[src/core/hwn_pkg.sv]
// shared constants and types for the host wake and notify logic
package hwn_pkg;
    // clock and timing
    localparam int CLK_PERIOD_NS = 50; // 20 mhz reference clock
    localparam int PS_LEAD_NS = 1000; // switch enable lead before a pulse
    localparam int PULSE_NS = 2000; // width of an attention pulse
    // least times round up to whole cycles
    localparam logic [7:0] PS_LEAD_CYC =
        8'((PS_LEAD_NS + CLK_PERIOD_NS - 1) / CLK_PERIOD_NS);
    localparam logic [7:0] PULSE_CYC =
        8'((PULSE_NS + CLK_PERIOD_NS - 1) / CLK_PERIOD_NS);
    localparam logic [7:0] CNT_ONE = 8'h01;
    // serial frame layout
    localparam int FRAME_BITS = 16; // one command or response word
    localparam logic [3:0] LAST_BIT = 4'hF; // index of last bit in a frame
    localparam logic [3:0] BIT_ONE = 4'h1;
    localparam int MSB = FRAME_BITS - 1; // first bit on the wire
    // reset holds the strap synchroniser at idle, so capture waits
    // until both stages hold the pin level again
    localparam logic [1:0] STRAP_SETTLE = 2'h3;
    localparam logic [1:0] STRAP_ONE = 2'h1;
    // idle levels of pins through the synchronisers
    localparam logic SYNC_IDLE_HI = 1'h1;
    localparam logic SYNC_IDLE_LO = 1'h0;
    // active level of the ready and interrupt pin
    localparam logic NOTIFY_ACTIVE = 1'h1;

    // ready and interrupt pin sequencer, one-hot
    typedef enum logic [3:0] {
        HWN_IDLE = 4'h1, // pin released to the host pull
        HWN_READY = 4'h2, // ready level after a wake-up
        HWN_LEAD = 4'h4, // switch enable raised, pulse pending
        HWN_PULSE = 4'h8 // attention pulse on the pin
    } hwn_state_e;

    // received serial frame and its check result
    typedef struct packed {
        logic [FRAME_BITS-1:0] word; // bits in wire order, msb first
        logic parity_err; // odd number of ones seen
    } hwn_frame_s;

    // two signals of a two-way pin
    typedef struct packed {
        logic out; // level driven
        logic oe; // high while driving
    } hwn_drive_s;
endpackage

[src/core/hwn_notify.sv]
`timescale 1ns/100ps
// Notes on behaviour
// - switch enable raised before each interrupt pulse when ps_switch_cfg_in is set
// - serial on: select pin is active-low select
// - serial off: low select level raises wake
// - after wake-up, assert ready level on pin
// - attention events drive a pulse on pin
// - drive client-out, sample client-in data
// - strap low at reset release: debug mode
// - strap pin is output-only as gpio
// - clock idles low, capture rise, change fall
// - each register access is 16 clocks
// - frames carry even parity, checked on receive
module hwn_notify
    import hwn_pkg::*;
(
    // clock and reset
    input wire logic ref_clk_in,
    input wire logic rst_n_in,
    // configuration from device logic
    input wire logic serial_enable_in,
    input wire logic ps_switch_cfg_in,
    input wire logic attention_in,
    input wire logic gpio_mode_in,
    input wire logic gpio_value_in,
    input wire logic [FRAME_BITS-1:0] tx_word_in,
    // pins from the host
    input wire logic port_a_bit0_pin_in,
    input wire logic serial_clk_pin_in,
    input wire logic client_in_line_in,
    input wire logic debug_strap_pin_in,
    // pins to the host
    output logic client_out_line_out,
    output hwn_drive_s port_b_bit0_pin_out,
    output logic power_switch_enable_out,
    output hwn_drive_s debug_strap_pin_out,
    // status to device logic
    output logic wake_irq_out,
    output logic background_debug_state_out,
    output logic rx_valid_out,
    output hwn_frame_s rx_frame_out
);
    // pin synchronisers; first stage is read only by the second
    logic sel_m_q, sel_s_q, sel_p_q; // select / wake, idles high
    logic clk_m_q, clk_s_q, clk_p_q; // serial clock, idles low
    logic din_m_q, din_s_q; // client-in data
    logic strap_m_q, strap_s_q; // debug strap, pulled up

    // sync stages only register pins, reset to the idle levels
    always_ff @(posedge ref_clk_in)
    begin
        if (!rst_n_in)
        begin
            {sel_m_q, sel_s_q, sel_p_q} <= {3{SYNC_IDLE_HI}};
            {clk_m_q, clk_s_q, clk_p_q} <= {3{SYNC_IDLE_LO}};
            {din_m_q, din_s_q} <= {2{SYNC_IDLE_LO}};
            {strap_m_q, strap_s_q} <= {2{SYNC_IDLE_HI}};
        end
        else
        begin
            {sel_m_q, sel_s_q, sel_p_q} <=
                {port_a_bit0_pin_in, sel_m_q, sel_s_q};
            {clk_m_q, clk_s_q, clk_p_q} <=
                {serial_clk_pin_in, clk_m_q, clk_s_q};
            {din_m_q, din_s_q} <= {client_in_line_in, din_m_q};
            {strap_m_q, strap_s_q} <= {debug_strap_pin_in, strap_m_q};
        end
    end

    // decoded pin events, all from settled stages
    logic selected; // select active in serial mode
    logic wake_lvl; // low level while serial is off
    logic clk_rise, clk_fall;
    logic sel_rise; // host ended a session
    assign selected = serial_enable_in && !sel_s_q;
    assign wake_lvl = !serial_enable_in && !sel_s_q;
    assign clk_rise = clk_s_q && !clk_p_q;
    assign clk_fall = !clk_s_q && clk_p_q;
    assign sel_rise = sel_s_q && !sel_p_q;

    // serial shifter state; clock is only ever an input
    logic [FRAME_BITS-1:0] tx_q, tx_d; // response bits still to send
    logic [FRAME_BITS-1:0] rx_q, rx_d; // command bits gathered
    logic [3:0] bit_q, bit_d; // bits taken this frame
    logic dout_q, dout_d;
    logic rxv_q, rxv_d;
    hwn_frame_s frm_q, frm_d;
    logic wake_q, wake_d;
    logic [FRAME_BITS-1:0] tx_fill; // response with parity in lsb

    // parity bit makes the whole response word even
    assign tx_fill = {tx_word_in[MSB:1], ^tx_word_in[MSB:1]};

    // next values for the serial shifter
    always_comb
    begin
        tx_d = tx_q;
        rx_d = rx_q;
        bit_d = bit_q;
        rxv_d = 1'b0;
        frm_d = frm_q;
        wake_d = wake_lvl; // level sensed, no edge needed
        if (!selected)
        begin
            // idle: reload response so bit one is out before first rise
            tx_d = tx_fill;
            bit_d = '0;
        end
        else
        begin
            if (clk_rise) // sample host data
            begin
                rx_d = {rx_q[MSB-1:0], din_s_q};
                bit_d = bit_q + BIT_ONE;
                if (bit_q == LAST_BIT) // frame of 16 clocks
                begin
                    rxv_d = 1'b1;
                    frm_d.word = {rx_q[MSB-1:0], din_s_q};
                    frm_d.parity_err = ^{rx_q[MSB-1:0], din_s_q};
                end
            end
            if (clk_fall) // change data on falling edge
            begin
                tx_d = {tx_q[MSB-1:0], 1'b0};
            end
        end
        dout_d = tx_d[MSB];
    end

    // register the serial shifter
    always_ff @(posedge ref_clk_in)
    begin
        if (!rst_n_in)
        begin
            tx_q <= '0;
            rx_q <= '0;
            bit_q <= '0;
            dout_q <= 1'b0;
            rxv_q <= 1'b0;
            frm_q <= '0;
            wake_q <= 1'b0;
        end
        else
        begin
            tx_q <= tx_d;
            rx_q <= rx_d;
            bit_q <= bit_d;
            dout_q <= dout_d;
            rxv_q <= rxv_d;
            frm_q <= frm_d;
            wake_q <= wake_d;
        end
    end

    // ready and interrupt pin sequencer
    hwn_state_e st_q, st_d;
    logic pend_q, pend_d; // attention waiting for the pin
    logic [7:0] cnt_q, cnt_d; // lead and pulse timer
    logic pse_q, pse_d; // power switch enable
    logic session_q, session_d; // select seen low since ready
    hwn_drive_s pin_q, pin_d; // ready and interrupt pin drive

    // a ready level holds the pin, so attention waits until release
    always_comb
    begin
        st_d = st_q;
        cnt_d = cnt_q;
        pse_d = pse_q;
        session_d = session_q;
        // a new event beats the clear in the same cycle
        pend_d = pend_q || attention_in;
        if (cnt_q != '0)
        begin
            cnt_d = cnt_q - CNT_ONE;
        end
        case (st_q)
            HWN_IDLE:
            begin
                if (wake_q)
                begin
                    st_d = HWN_READY;
                    session_d = 1'b0;
                end
                else if (pend_q && ps_switch_cfg_in)
                begin
                    st_d = HWN_LEAD;
                    pse_d = 1'b1;
                    cnt_d = PS_LEAD_CYC;
                end
                else if (pend_q)
                begin
                    st_d = HWN_PULSE;
                    cnt_d = PULSE_CYC;
                end
            end
            HWN_READY:
            begin
                if (selected)
                begin
                    session_d = 1'b1;
                end
                if (session_q && sel_rise)
                begin
                    st_d = HWN_IDLE;
                end
            end
            HWN_LEAD:
            begin
                if (cnt_q == CNT_ONE)
                begin
                    st_d = HWN_PULSE; // switch already high
                    cnt_d = PULSE_CYC;
                end
            end
            HWN_PULSE:
            begin
                if (cnt_q == CNT_ONE)
                begin
                    st_d = HWN_IDLE;
                    pse_d = 1'b0;
                    pend_d = attention_in; // clear, set wins
                end
            end
            default:
            begin
                st_d = HWN_IDLE;
            end
        endcase
        // pin taken from the next state so it tracks st_q exactly
        pin_d.out = NOTIFY_ACTIVE;
        pin_d.oe = (st_d == HWN_READY) || (st_d == HWN_PULSE);
    end

    // register the sequencer
    always_ff @(posedge ref_clk_in)
    begin
        if (!rst_n_in)
        begin
            st_q <= HWN_IDLE;
            pend_q <= 1'b0;
            cnt_q <= '0;
            pse_q <= 1'b0;
            session_q <= 1'b0;
        end
        else
        begin
            st_q <= st_d;
            pend_q <= pend_d;
            cnt_q <= cnt_d;
            pse_q <= pse_d;
            session_q <= session_d;
        end
    end

    // strap capture after reset release, gpio drive of the strap pin
    logic [1:0] settle_q, settle_d;
    logic dbg_q, dbg_d;
    hwn_drive_s gpio_q, gpio_d;

    // strap sampled once the synchroniser holds post-reset levels
    always_comb
    begin
        settle_d = settle_q;
        dbg_d = dbg_q;
        if (settle_q != STRAP_SETTLE)
        begin
            settle_d = settle_q + STRAP_ONE;
            if (settle_d == STRAP_SETTLE)
            begin
                dbg_d = !strap_s_q;
            end
        end
        // as gpio the pin never reads, only drives
        gpio_d.oe = gpio_mode_in;
        gpio_d.out = gpio_mode_in && gpio_value_in;
    end

    // register strap and pin drives
    always_ff @(posedge ref_clk_in)
    begin
        if (!rst_n_in)
        begin
            settle_q <= '0;
            dbg_q <= 1'b0;
            gpio_q <= '0;
            pin_q <= '0;
        end
        else
        begin
            settle_q <= settle_d;
            dbg_q <= dbg_d;
            gpio_q <= gpio_d;
            pin_q <= pin_d;
        end
    end

    // outputs straight from flops
    assign client_out_line_out = dout_q;
    assign port_b_bit0_pin_out = pin_q;
    assign power_switch_enable_out = pse_q;
    assign debug_strap_pin_out = gpio_q;
    assign wake_irq_out = wake_q;
    assign background_debug_state_out = dbg_q;
    assign rx_valid_out = rxv_q;
    assign rx_frame_out = frm_q;

    // last cycle of an attention pulse, counted from its first
    localparam int PULSE_LAST = int'(PULSE_CYC - CNT_ONE);

    // checks
    ps_before_pulse_a: assert property (@(posedge ref_clk_in)
        disable iff (!rst_n_in) $rose(st_q == HWN_PULSE) && ps_switch_cfg_in
        |-> power_switch_enable_out && $past(power_switch_enable_out))
        else $error("pulse without switch enable lead");
    wake_ready_a: assert property (@(posedge ref_clk_in)
        disable iff (!rst_n_in) st_q == HWN_IDLE && wake_q
        |=> st_q == HWN_READY ##1 port_b_bit0_pin_out.oe)
        else $error("wake did not raise ready");
    wake_level_a: assert property (@(posedge ref_clk_in)
        disable iff (!rst_n_in) serial_enable_in [*3] |-> !wake_irq_out)
        else $error("wake raised while serial on");
    ready_release_a: assert property (@(posedge ref_clk_in)
        disable iff (!rst_n_in) st_q == HWN_READY && session_q && sel_rise
        |=> !port_b_bit0_pin_out.oe)
        else $error("ready not released at session end");
    pulse_width_a: assert property (@(posedge ref_clk_in)
        disable iff (!rst_n_in) $rose(st_q == HWN_PULSE)
        |-> ##PULSE_LAST st_q == HWN_PULSE ##1 st_q == HWN_IDLE)
        else $error("pulse width wrong");
    frame_len_a: assert property (@(posedge ref_clk_in)
        disable iff (!rst_n_in) rx_valid_out
        |-> $past(bit_q) == LAST_BIT && bit_q == '0)
        else $error("frame not 16 clocks");
    parity_a: assert property (@(posedge ref_clk_in)
        disable iff (!rst_n_in) rx_valid_out
        |-> rx_frame_out.parity_err == ^rx_frame_out.word)
        else $error("parity flag wrong");
    strap_hold_a: assert property (@(posedge ref_clk_in)
        disable iff (!rst_n_in) settle_q == STRAP_SETTLE
        |=> $stable(background_debug_state_out))
        else $error("debug state changed after capture");
    gpio_out_a: assert property (@(posedge ref_clk_in)
        disable iff (!rst_n_in) gpio_mode_in |=> debug_strap_pin_out.oe)
        else $error("gpio strap pin not driving");
    shift_fall_a: assert property (@(posedge ref_clk_in)
        disable iff (!rst_n_in) selected && !clk_fall && !$fell(selected)
        |=> $stable(tx_q))
        else $error("data changed off falling edge");
endmodule

[config.mk]
export PLATFORM = sky130hd
export DESIGN_NAME = hwn_notify
export DESIGN_NICKNAME = d
export VERILOG_FILES = /design/src/core/hwn_pkg.sv /design/src/core/hwn_notify.sv
export SDC_FILE = /design/constraint.sdc
export NUM_CORES = 1
export LEC_CHECK = 0
export BUFFER_PORTS_ARGS = -buffer_cell sky130_fd_sc_hd__buf_2
export CAP_MARGIN = 15
export CORE_ASPECT_RATIO = 1.75
export CORE_MARGIN = 2
export CORE_UTILIZATION = 61
export DETAILED_ROUTE_END_ITERATION = 8
export PLACE_DENSITY = 0.95
export SLEW_MARGIN = 15
export SYNTH_ARGS = -nofsm -noshare
export SYNTH_HDL_FRONTEND = slang
export SYNTH_SLANG_ARGS = --single-unit
[constraint.sdc]
create_clock -name ref_clk_in -period 5 [get_ports ref_clk_in]
set_input_delay 1.5 -clock ref_clk_in [delete_from_list [all_inputs] [get_ports ref_clk_in]]
set_output_delay 1.5 -clock ref_clk_in [all_outputs]
set_load 0.03 [all_outputs]
**After elaboration in Yosys (flattened, before gate mapping)**

Cells that the tools add are included.

- Bits in registers: 86
- Output and inout bits: 26
- Logic and storage cells: 102

- Add/sub/neg operators: 3
- Equal/unequal tests: 16
- Mux-type cells: 26
- Reduce and logical (&&, ||, !) cells: 28

Operator list:

| operator | count |
|---|---|
| $mux W8 | 5 |
| $mux W16 | 2 |
| $mux W4 | 6 |
| $pmux W4 S4 | 1 |
| $pmux W8 S2 | 1 |
| $reduce_xor A16 Y1 | 1 |
| $reduce_xor A15 Y1 | 1 |
| $eq A4 B4 Y1 const B | 3 |
| $ne A2 B2 Y1 const B | 6 |
| $reduce_and A3 Y1 | 3 |
| $eq A4 B2 Y1 const B | 2 |
| $eq A8 B1 Y1 const B | 1 |
| $logic_and A1 B1 Y1 | 8 |
| $mux W1 | 8 |
| $reduce_bool A8 Y1 | 1 |
| $sub A8 B1 Y8 const B | 1 |
| $logic_not A1 Y1 | 6 |
| $reduce_and A2 Y1 | 3 |
| $add A4 B1 Y4 const B | 1 |
| $eq A4 B1 Y1 const B | 1 |
| $eq A4 B3 Y1 const B | 1 |
| $pmux W1 S2 | 2 |
| $reduce_and A4 Y1 | 1 |
| $reduce_bool A2 Y1 | 2 |
| other kinds (5) | 6 |

**Depth between registers and ports, before layout**

Gate-level depths: netlist (run 1).

- Depth in word-level cells: 8
- Mapped depth: 8
- Gate-level depth less buffers: 7

**Worst setup path after synthesis (run 1)**

OpenSTA, ideal clock, no wires.

- Kind: input -> register
- Start point: input port serial_enable_in
- End point: register frm_q, in the netlist rx_frame_out[8]
- Library setup time: 0.132 ns
- Arrival: 2.563 ns
- Data required time: 4.868 ns
- Slack: 2.305 ns
- Cell stages on the path: 8
- Path through: nor2b_1 -> buf_2 -> nand2_1 -> or2_1 -> buf_2 -> buf_2 -> nand2_1 -> a21oi_1

- Cells in the longest elaborated chain, start to end: 2

Ends and longest elaborated chain:

| what | RTL line | source |
|---|---|---|
| start, declared | hwn_notify.sv:21 | `input wire logic serial_enable_in,` |
| $logic_and A1 B1 Y1 | hwn_notify.sv:75 | `assign selected = serial_enable_in && !sel_s_q;` |
| $reduce_and A3 Y1 (no line) | - |  |
| end signal, assigned | hwn_notify.sv:150 | `frm_q <= frm_d;` |
| end, declared | hwn_notify.sv:87 | `hwn_frame_s frm_q, frm_d;` |

No other way between the ends.
A chain may end at the register's enable or synchronous reset.

**Final worst setup path (run 1)**

- Start point: input port serial_enable_in
- End point: register frm_q, in the netlist rx_frame_out[11]

The elaborated chain is that of the path after synthesis.

==> results of run 1 <==
[worst min-delay path by stage]
stage	cells past startpoint	end	startpoint	slack [ns]
final	1	sel_s_q	sel_m_q	0.41
after floorplan	1	sel_s_q	sel_m_q	0.39
after CTS	1	sel_s_q	sel_m_q	0.41
after global routing	1	sel_s_q	sel_m_q	0.45
after detailed placement	1	sel_s_q	sel_m_q	0.40
after global placement	1	sel_s_q	sel_m_q	0.39
[registers in the layout, indices dropped and copies added (netlist names), 4 cells and up]
signal	flops
rx_q	15
st_q	4
bit_q	4
tx_q	16
cnt_q	8
rx_frame_out	17
[worst max-delay path: cells and delay by family]
family / cells / cell delay, ns
and+or+nand+nor: 4 / 1.27
AOI/OAI and AO/OA: 1 / 0.16
buffers and inverters: 1 / 0.10
[final cells by class]
cell class | count | area (um^2)
inverters | 6 | 22.5
fillers | 434 | 1700
multi-input cells | 292 | 1770
flip-flops and latches | 86 | 1720
well taps | 78 | 97.6
repair buffers | 53 | 270
clock inverters | 3 | 42.5
clock buffers | 13 | 159
[report_power, final]
group	switching (mW)	internal, mW	total, mW
sequential	0.0515	0.740	0.791
clock	0.230	0.258	0.488
combinational	0.199	0.173	0.372
[cells in the final DEF, fill, tap and decap left out, drive strengths merged]
master and n:
nor4 1, nand3b 1, nor2b 5, clkinv 1, clkbuf 13, inv 6, ha 6, mux2i 16
o21a 2, xnor2 29, clkinvlp 1, a31oi 1, o31a 1, o31ai 3, or2 1, nand3 7
o21ai 4, dfxtp 86, nand4 2, a32oi 1, and2 7, xor2 9, nand2b 7, o211ai 1
a22oi 2, bufinv 1, a21oi 43, nor3 4, and3 1, or4 3, a21o 2, nor4b 3
nand2 76, a211oi 16, buf 53, nor2 38
[logic make-up after synthesis]
group | synth area share, %
XOR/XNOR | 9.21
buffers and inverters | 3.32
multiplexers | 4.43
adder cells (fa/ha/maj) | 2.08
AND/OR/NAND/NOR | 20.5
AO/OA/AOI/OAI | 12.8
flip-flops | 47.6
[layer usage]
metal	global-route usage, %	wire length [um]	vias to the layer above
met3	5.55	232	18
met1	20.9	2600	1288
met5	0	0	-
met2	38.8	3400	52
li1	-	-	1441
met4	10.6	137	0
==> flow_summary.ini, run 1 <==
[power_and_ir_drop]
power_density_nw_per_um2 = 404
max-vdd-ir-drop_mv = 0.314
leakage_nw = 1.68
power.total_mw = 1.65

[critical_path]
reg2regPathDepth = 5
cpMaxStageDelayCell = nor2_2
critical_path_class = in -> reg
r2r-start = clk_s_q
critPathRequiredTime_ns = 5.28
arrival_ns = 3.04
r2r_slack_ns = 2.82
startpoint = serial_enable_in
worstPathCellList = buf_2, nor2b_2, nand2_1, nor2_2, nand2_1, a21oi_1
endpoint = rx_frame_out[11]
cp_max_fo = 18
cp_common_cell = nand2_1
end_kind = register
crit_path_start_kind = input pin
max_stage_delay_ns = 0.66
timing.rr.end = rx_frame_out[11]

[finish]
insertedDiodeCount = 0
nets = 481
fin_cells = 531
layout-drive-gt1-share_pct = 17.9
area_growth_pct = 13.1
fin_area_um2 = 4090
final_util_pct = 70.6

[clock_tree]
htreeDepth = 3
cts_tree = yes
clkSinkCount = 86
insertion_delay_ns = 0.35
cts_resized = 0
cts_buffers = 9
holdBufCountCts = 0
root_buffer = clkbuf_8
clk_path_buf_depth = 2
clk_pin_slew_ns = 0.07
postCtsSetupBuffers = 0

[die]
dieArea_um2 = 6580
io_pins = 53
fp.coreArea_um2 = 5790
die_width_um = 62.2
start_util_pct = 62.4
die_h_um = 106
rows = 37

[grt]
grt_pass1_vias = 2750
grt_usage_pct = 20.8
grt_first_pass_wirelength_mm = 11.2
antenna_found_initial = 0
gr-total-overflow = 0
grt_start_max_net_pins = 35

[synth]
ys_seq_area_share_pct = 47.6
syn_area_per_cell_um2 = 8.88
syn_inst = 407
synth_fp_nets = 440
yosysWarnings = 0
synth-edff-count = 0
ys_types = 42
synth-async-reset-ratio_pct = 0
yosysMostFrequentCell = dfxtp_1
synthTopCellsByArea = dfxtp_1 48%, nand2_1 7.9%, xnor2_1 7.0%
synth_top_cell_by_area = dfxtp_1
synthesis.area_um2 = 3610
synth.top_cell.area_share_pct = 47.6
synthTopCellsByCount = 86 x dfxtp_1, 76 x nand2_1, 43 x a21oi_1
synthFlopType = dfxtp_1
yosys_register_bits = 86

[timing]
hold_viol = 0
layout_setup_ws_ns = 2.24
setup_viol = 0
drv_slew = 0
setup_tns_ns = 0
skew_ns = 0.00888
period_needed_ns = 2.76
tightest_slew_ns = 0.926
fin_crit_sh_pct = 55.3
rsz0062_at_grt = no
max_freq_mhz = 362
timing.hold.ws_ns = 0.413
max_slew_margin_pct = 38.2

[placed_design]
place_area_um2 = 3890
dp_slack_ns = 1.88
routabilityCongestion = 0.899
port_buffers = 51
dp.cells = 515
dp_hpwl_mm = 4.64

[detailed_routing]
drt_iter0_drc = 141
routed_wl_mm = 6.38
drt_first_pass_iters = 4
via_count = 2799
ant_nets = 0
vias_per_cell = 5.27
post-route-drc-count = 0
wire_per_inst_um = 12.0

[worst_hold_path]
hold_class = reg -> reg

[run]
drv_cap = 0

[status]
status = finished, final reports clean
Note: power is estimated with default switching activity, not from simulation.
==> run 2, diff against run 1 <==
--- a/config.mk
+++ b/config.mk
@@ -9,9 +9,9 @@
 export CAP_MARGIN = 15
 export CORE_ASPECT_RATIO = 1.75
 export CORE_MARGIN = 2
-export CORE_UTILIZATION = 61
+export CORE_UTILIZATION = 51
 export DETAILED_ROUTE_END_ITERATION = 8
-export PLACE_DENSITY = 0.95
+export PLACE_DENSITY = 0.86
 export SLEW_MARGIN = 15
 export SYNTH_ARGS = -nofsm -noshare
 export SYNTH_HDL_FRONTEND = slang
==> constraint.sdc (replaced) <==
create_clock -name ref_clk_in -period 2.4 [get_ports ref_clk_in]
set_input_delay 0.72 -clock ref_clk_in [delete_from_list [all_inputs] [get_ports ref_clk_in]]
set_output_delay 0.72 -clock ref_clk_in [all_outputs]
set_load 0.03 [all_outputs]
==> run 2 against run 1 <==
  * Die area rose by 19%
  * Clock power grew to 3.2 times the previous value
  * Sequential cell count did not move
  * Via count increased by 1.3%
  * Sequential share of layout area shrank 2.0 points
  * Largest power group unchanged
==> flow_summary.ini, run 2 (synthesis gave the netlist of run 1 again) <==
[status]
status = finished, final reports clean

[critical_path]
timing.rr.end = cnt_q[5]
critPathRequiredTime_ns = 2.62
r2r-start = st_q[0]
cp_max_fo = 8
worstPathCellList = nor4b_2, nor2b_1, a21o_1, nor2_1, o21a_1
r2r_slack_ns = 0.53
end_kind = register
critical_path_class = reg -> reg
max_stage_delay_ns = 0.52
critPathTopFamily = simple AND/OR/NAND/NOR gates
cpMaxStageDelayCell = nor2b_1
crit_path_start_kind = register
path_buf_inv = 0
reg2regPathDepth = 5
arrival_ns = 2.09

[detailed_routing]
vias_per_cell = 5.23
wire_per_inst_um = 12.3
via_count = 2834
drt_iter0_drc = 140
ant_nets = 0
drt_first_pass_iters = 4
routed_wl_mm = 6.67
post-route-drc-count = 0

[timing]
drv_slew = 0
hold_viol = 0
max_slew_margin_pct = 55.6
rsz0062_at_grt = no
tightest_slew_ns = 0.656
period_needed_ns = 1.87
fin_crit_sh_pct = 78.0
max_freq_mhz = 534
layout_setup_ws_ns = 0.527
setup_viol = 0
setup_tns_ns = 0
skew_ns = 0.00408

[placed_design]
dp_hpwl_mm = 4.70
routabilityCongestion = 0.839
dp_slack_ns = 0.527
port_buffers = 51

[power_and_ir_drop]
comb_power_share_pct = 19.7
p_int_mw = 2.96
leakage_nw = 1.77
seqPwrFrac_pct = 41.1
max-vdd-ir-drop_mv = 0.688
p_sw_mw = 1.06
power.total_mw = 4.02
p_clk_share_pct = 39.1
swShare_pct = 26.4
power_density_nw_per_um2 = 936

[clock_tree]
clkSinkCount = 86
insertion_delay_ns = 0.33
holdBufCountCts = 0
htreeDepth = 3
clk_path_buf_depth = 2
postCtsSetupBuffers = 0
cts_tree = yes
cts_resized = 0
root_buffer = clkbuf_16
clk_pin_slew_ns = 0.06
cts_buffers = 9

[finish]
nets = 486
layout-drive-gt1-share_pct = 19.0
largest_reg_flops = 17
nFillCells = 569
ff_latch_area_um2 = 1720
layout_common_cells = 86 x dfxtp_1, 76 x nand2_1, 51 x buf_2
insertedDiodeCount = 0
multiInputGateArea_um2 = 1770
final_common_cell = dfxtp_1
area_growth_pct = 18.8

[die]
fp.coreArea_um2 = 6860
die_h_um = 115
die_width_um = 67.6
io_pins = 53
dieArea_um2 = 7800
start_util_pct = 52.7
rows = 40

[worst_hold_path]
whs_path_depth = 1
hold_start = sel_m_q
hold_class = reg -> reg
hold_end = sel_s_q

[grt]
grt_usage_pct = 19.2
grt_first_pass_wirelength_mm = 11.6
grt_start_max_net_pins = 57
grt_pass1_vias = 2818
gr-total-overflow = 0
antenna_found_initial = 0

[run]
drv_cap = 0
[run 2: changes by cell type in the layout (fill, tap and decap cells not counted), sizes merged]
cell,previous run,this run
buf,53,58
bufinv,1,3
clkbuf,13,11
[run 2: how the worst max path moves through the flow]
stage / end / from / cells after the start
final: cnt_q[5] / st_q[0] / 5
after global routing: cnt_q[3] / st_q[0] / 5
after CTS: cnt_q[3] / st_q[0] / 5
after detailed placement: cnt_q[3] / st_q[0] / 5
after global placement: cnt_q[3] / st_q[0] / 5
after floorplan: rx_frame_out[8] / serial_enable_in / 8
[run 2: stage by stage]
step	utilization, %	cell area, um^2	hold slack, ns	instances
after detailed placement	57.5	3940	0.397	526
after floorplan	-	3610	0.386	407
after global routing	62.6	4290	0.442	542
after global placement	57.5	3940	0.388	526
final	62.6	4290	0.411	542
after CTS	62.6	4290	0.411	542
[run 2: per-layer routing]
metal | wire (um) | vias to the layer above | global-route usage (%)
met2 | 3750 | 53 | 35.6
met4 | 148 | 0 | 10.2
met1 | 2580 | 1308 | 19.4
met3 | 194 | 11 | 3.52
met5 | 0 | - | 0
li1 | - | 1462 | -
[run 2: power by group through the flow]
stage	Combinational, mW	Clock [mW]	Sequential (mW)
after global routing	0.889	1.66	1.67
final	0.793	1.57	1.65
after global placement	0.760	0	1.68
after detailed placement	0.797	0	1.68
after CTS	0.801	1.61	1.65
after floorplan	0.623	0	1.69
[run 2: area by class of cell]
type	instances	area share, %
flip-flops and latches	86	40.1
repair buffers	58	7.46
clock inverters	5	2.48
multi-input cells	292	41.3
inverters	6	0.525
clock buffers	11	5.65
well taps	84	2.45
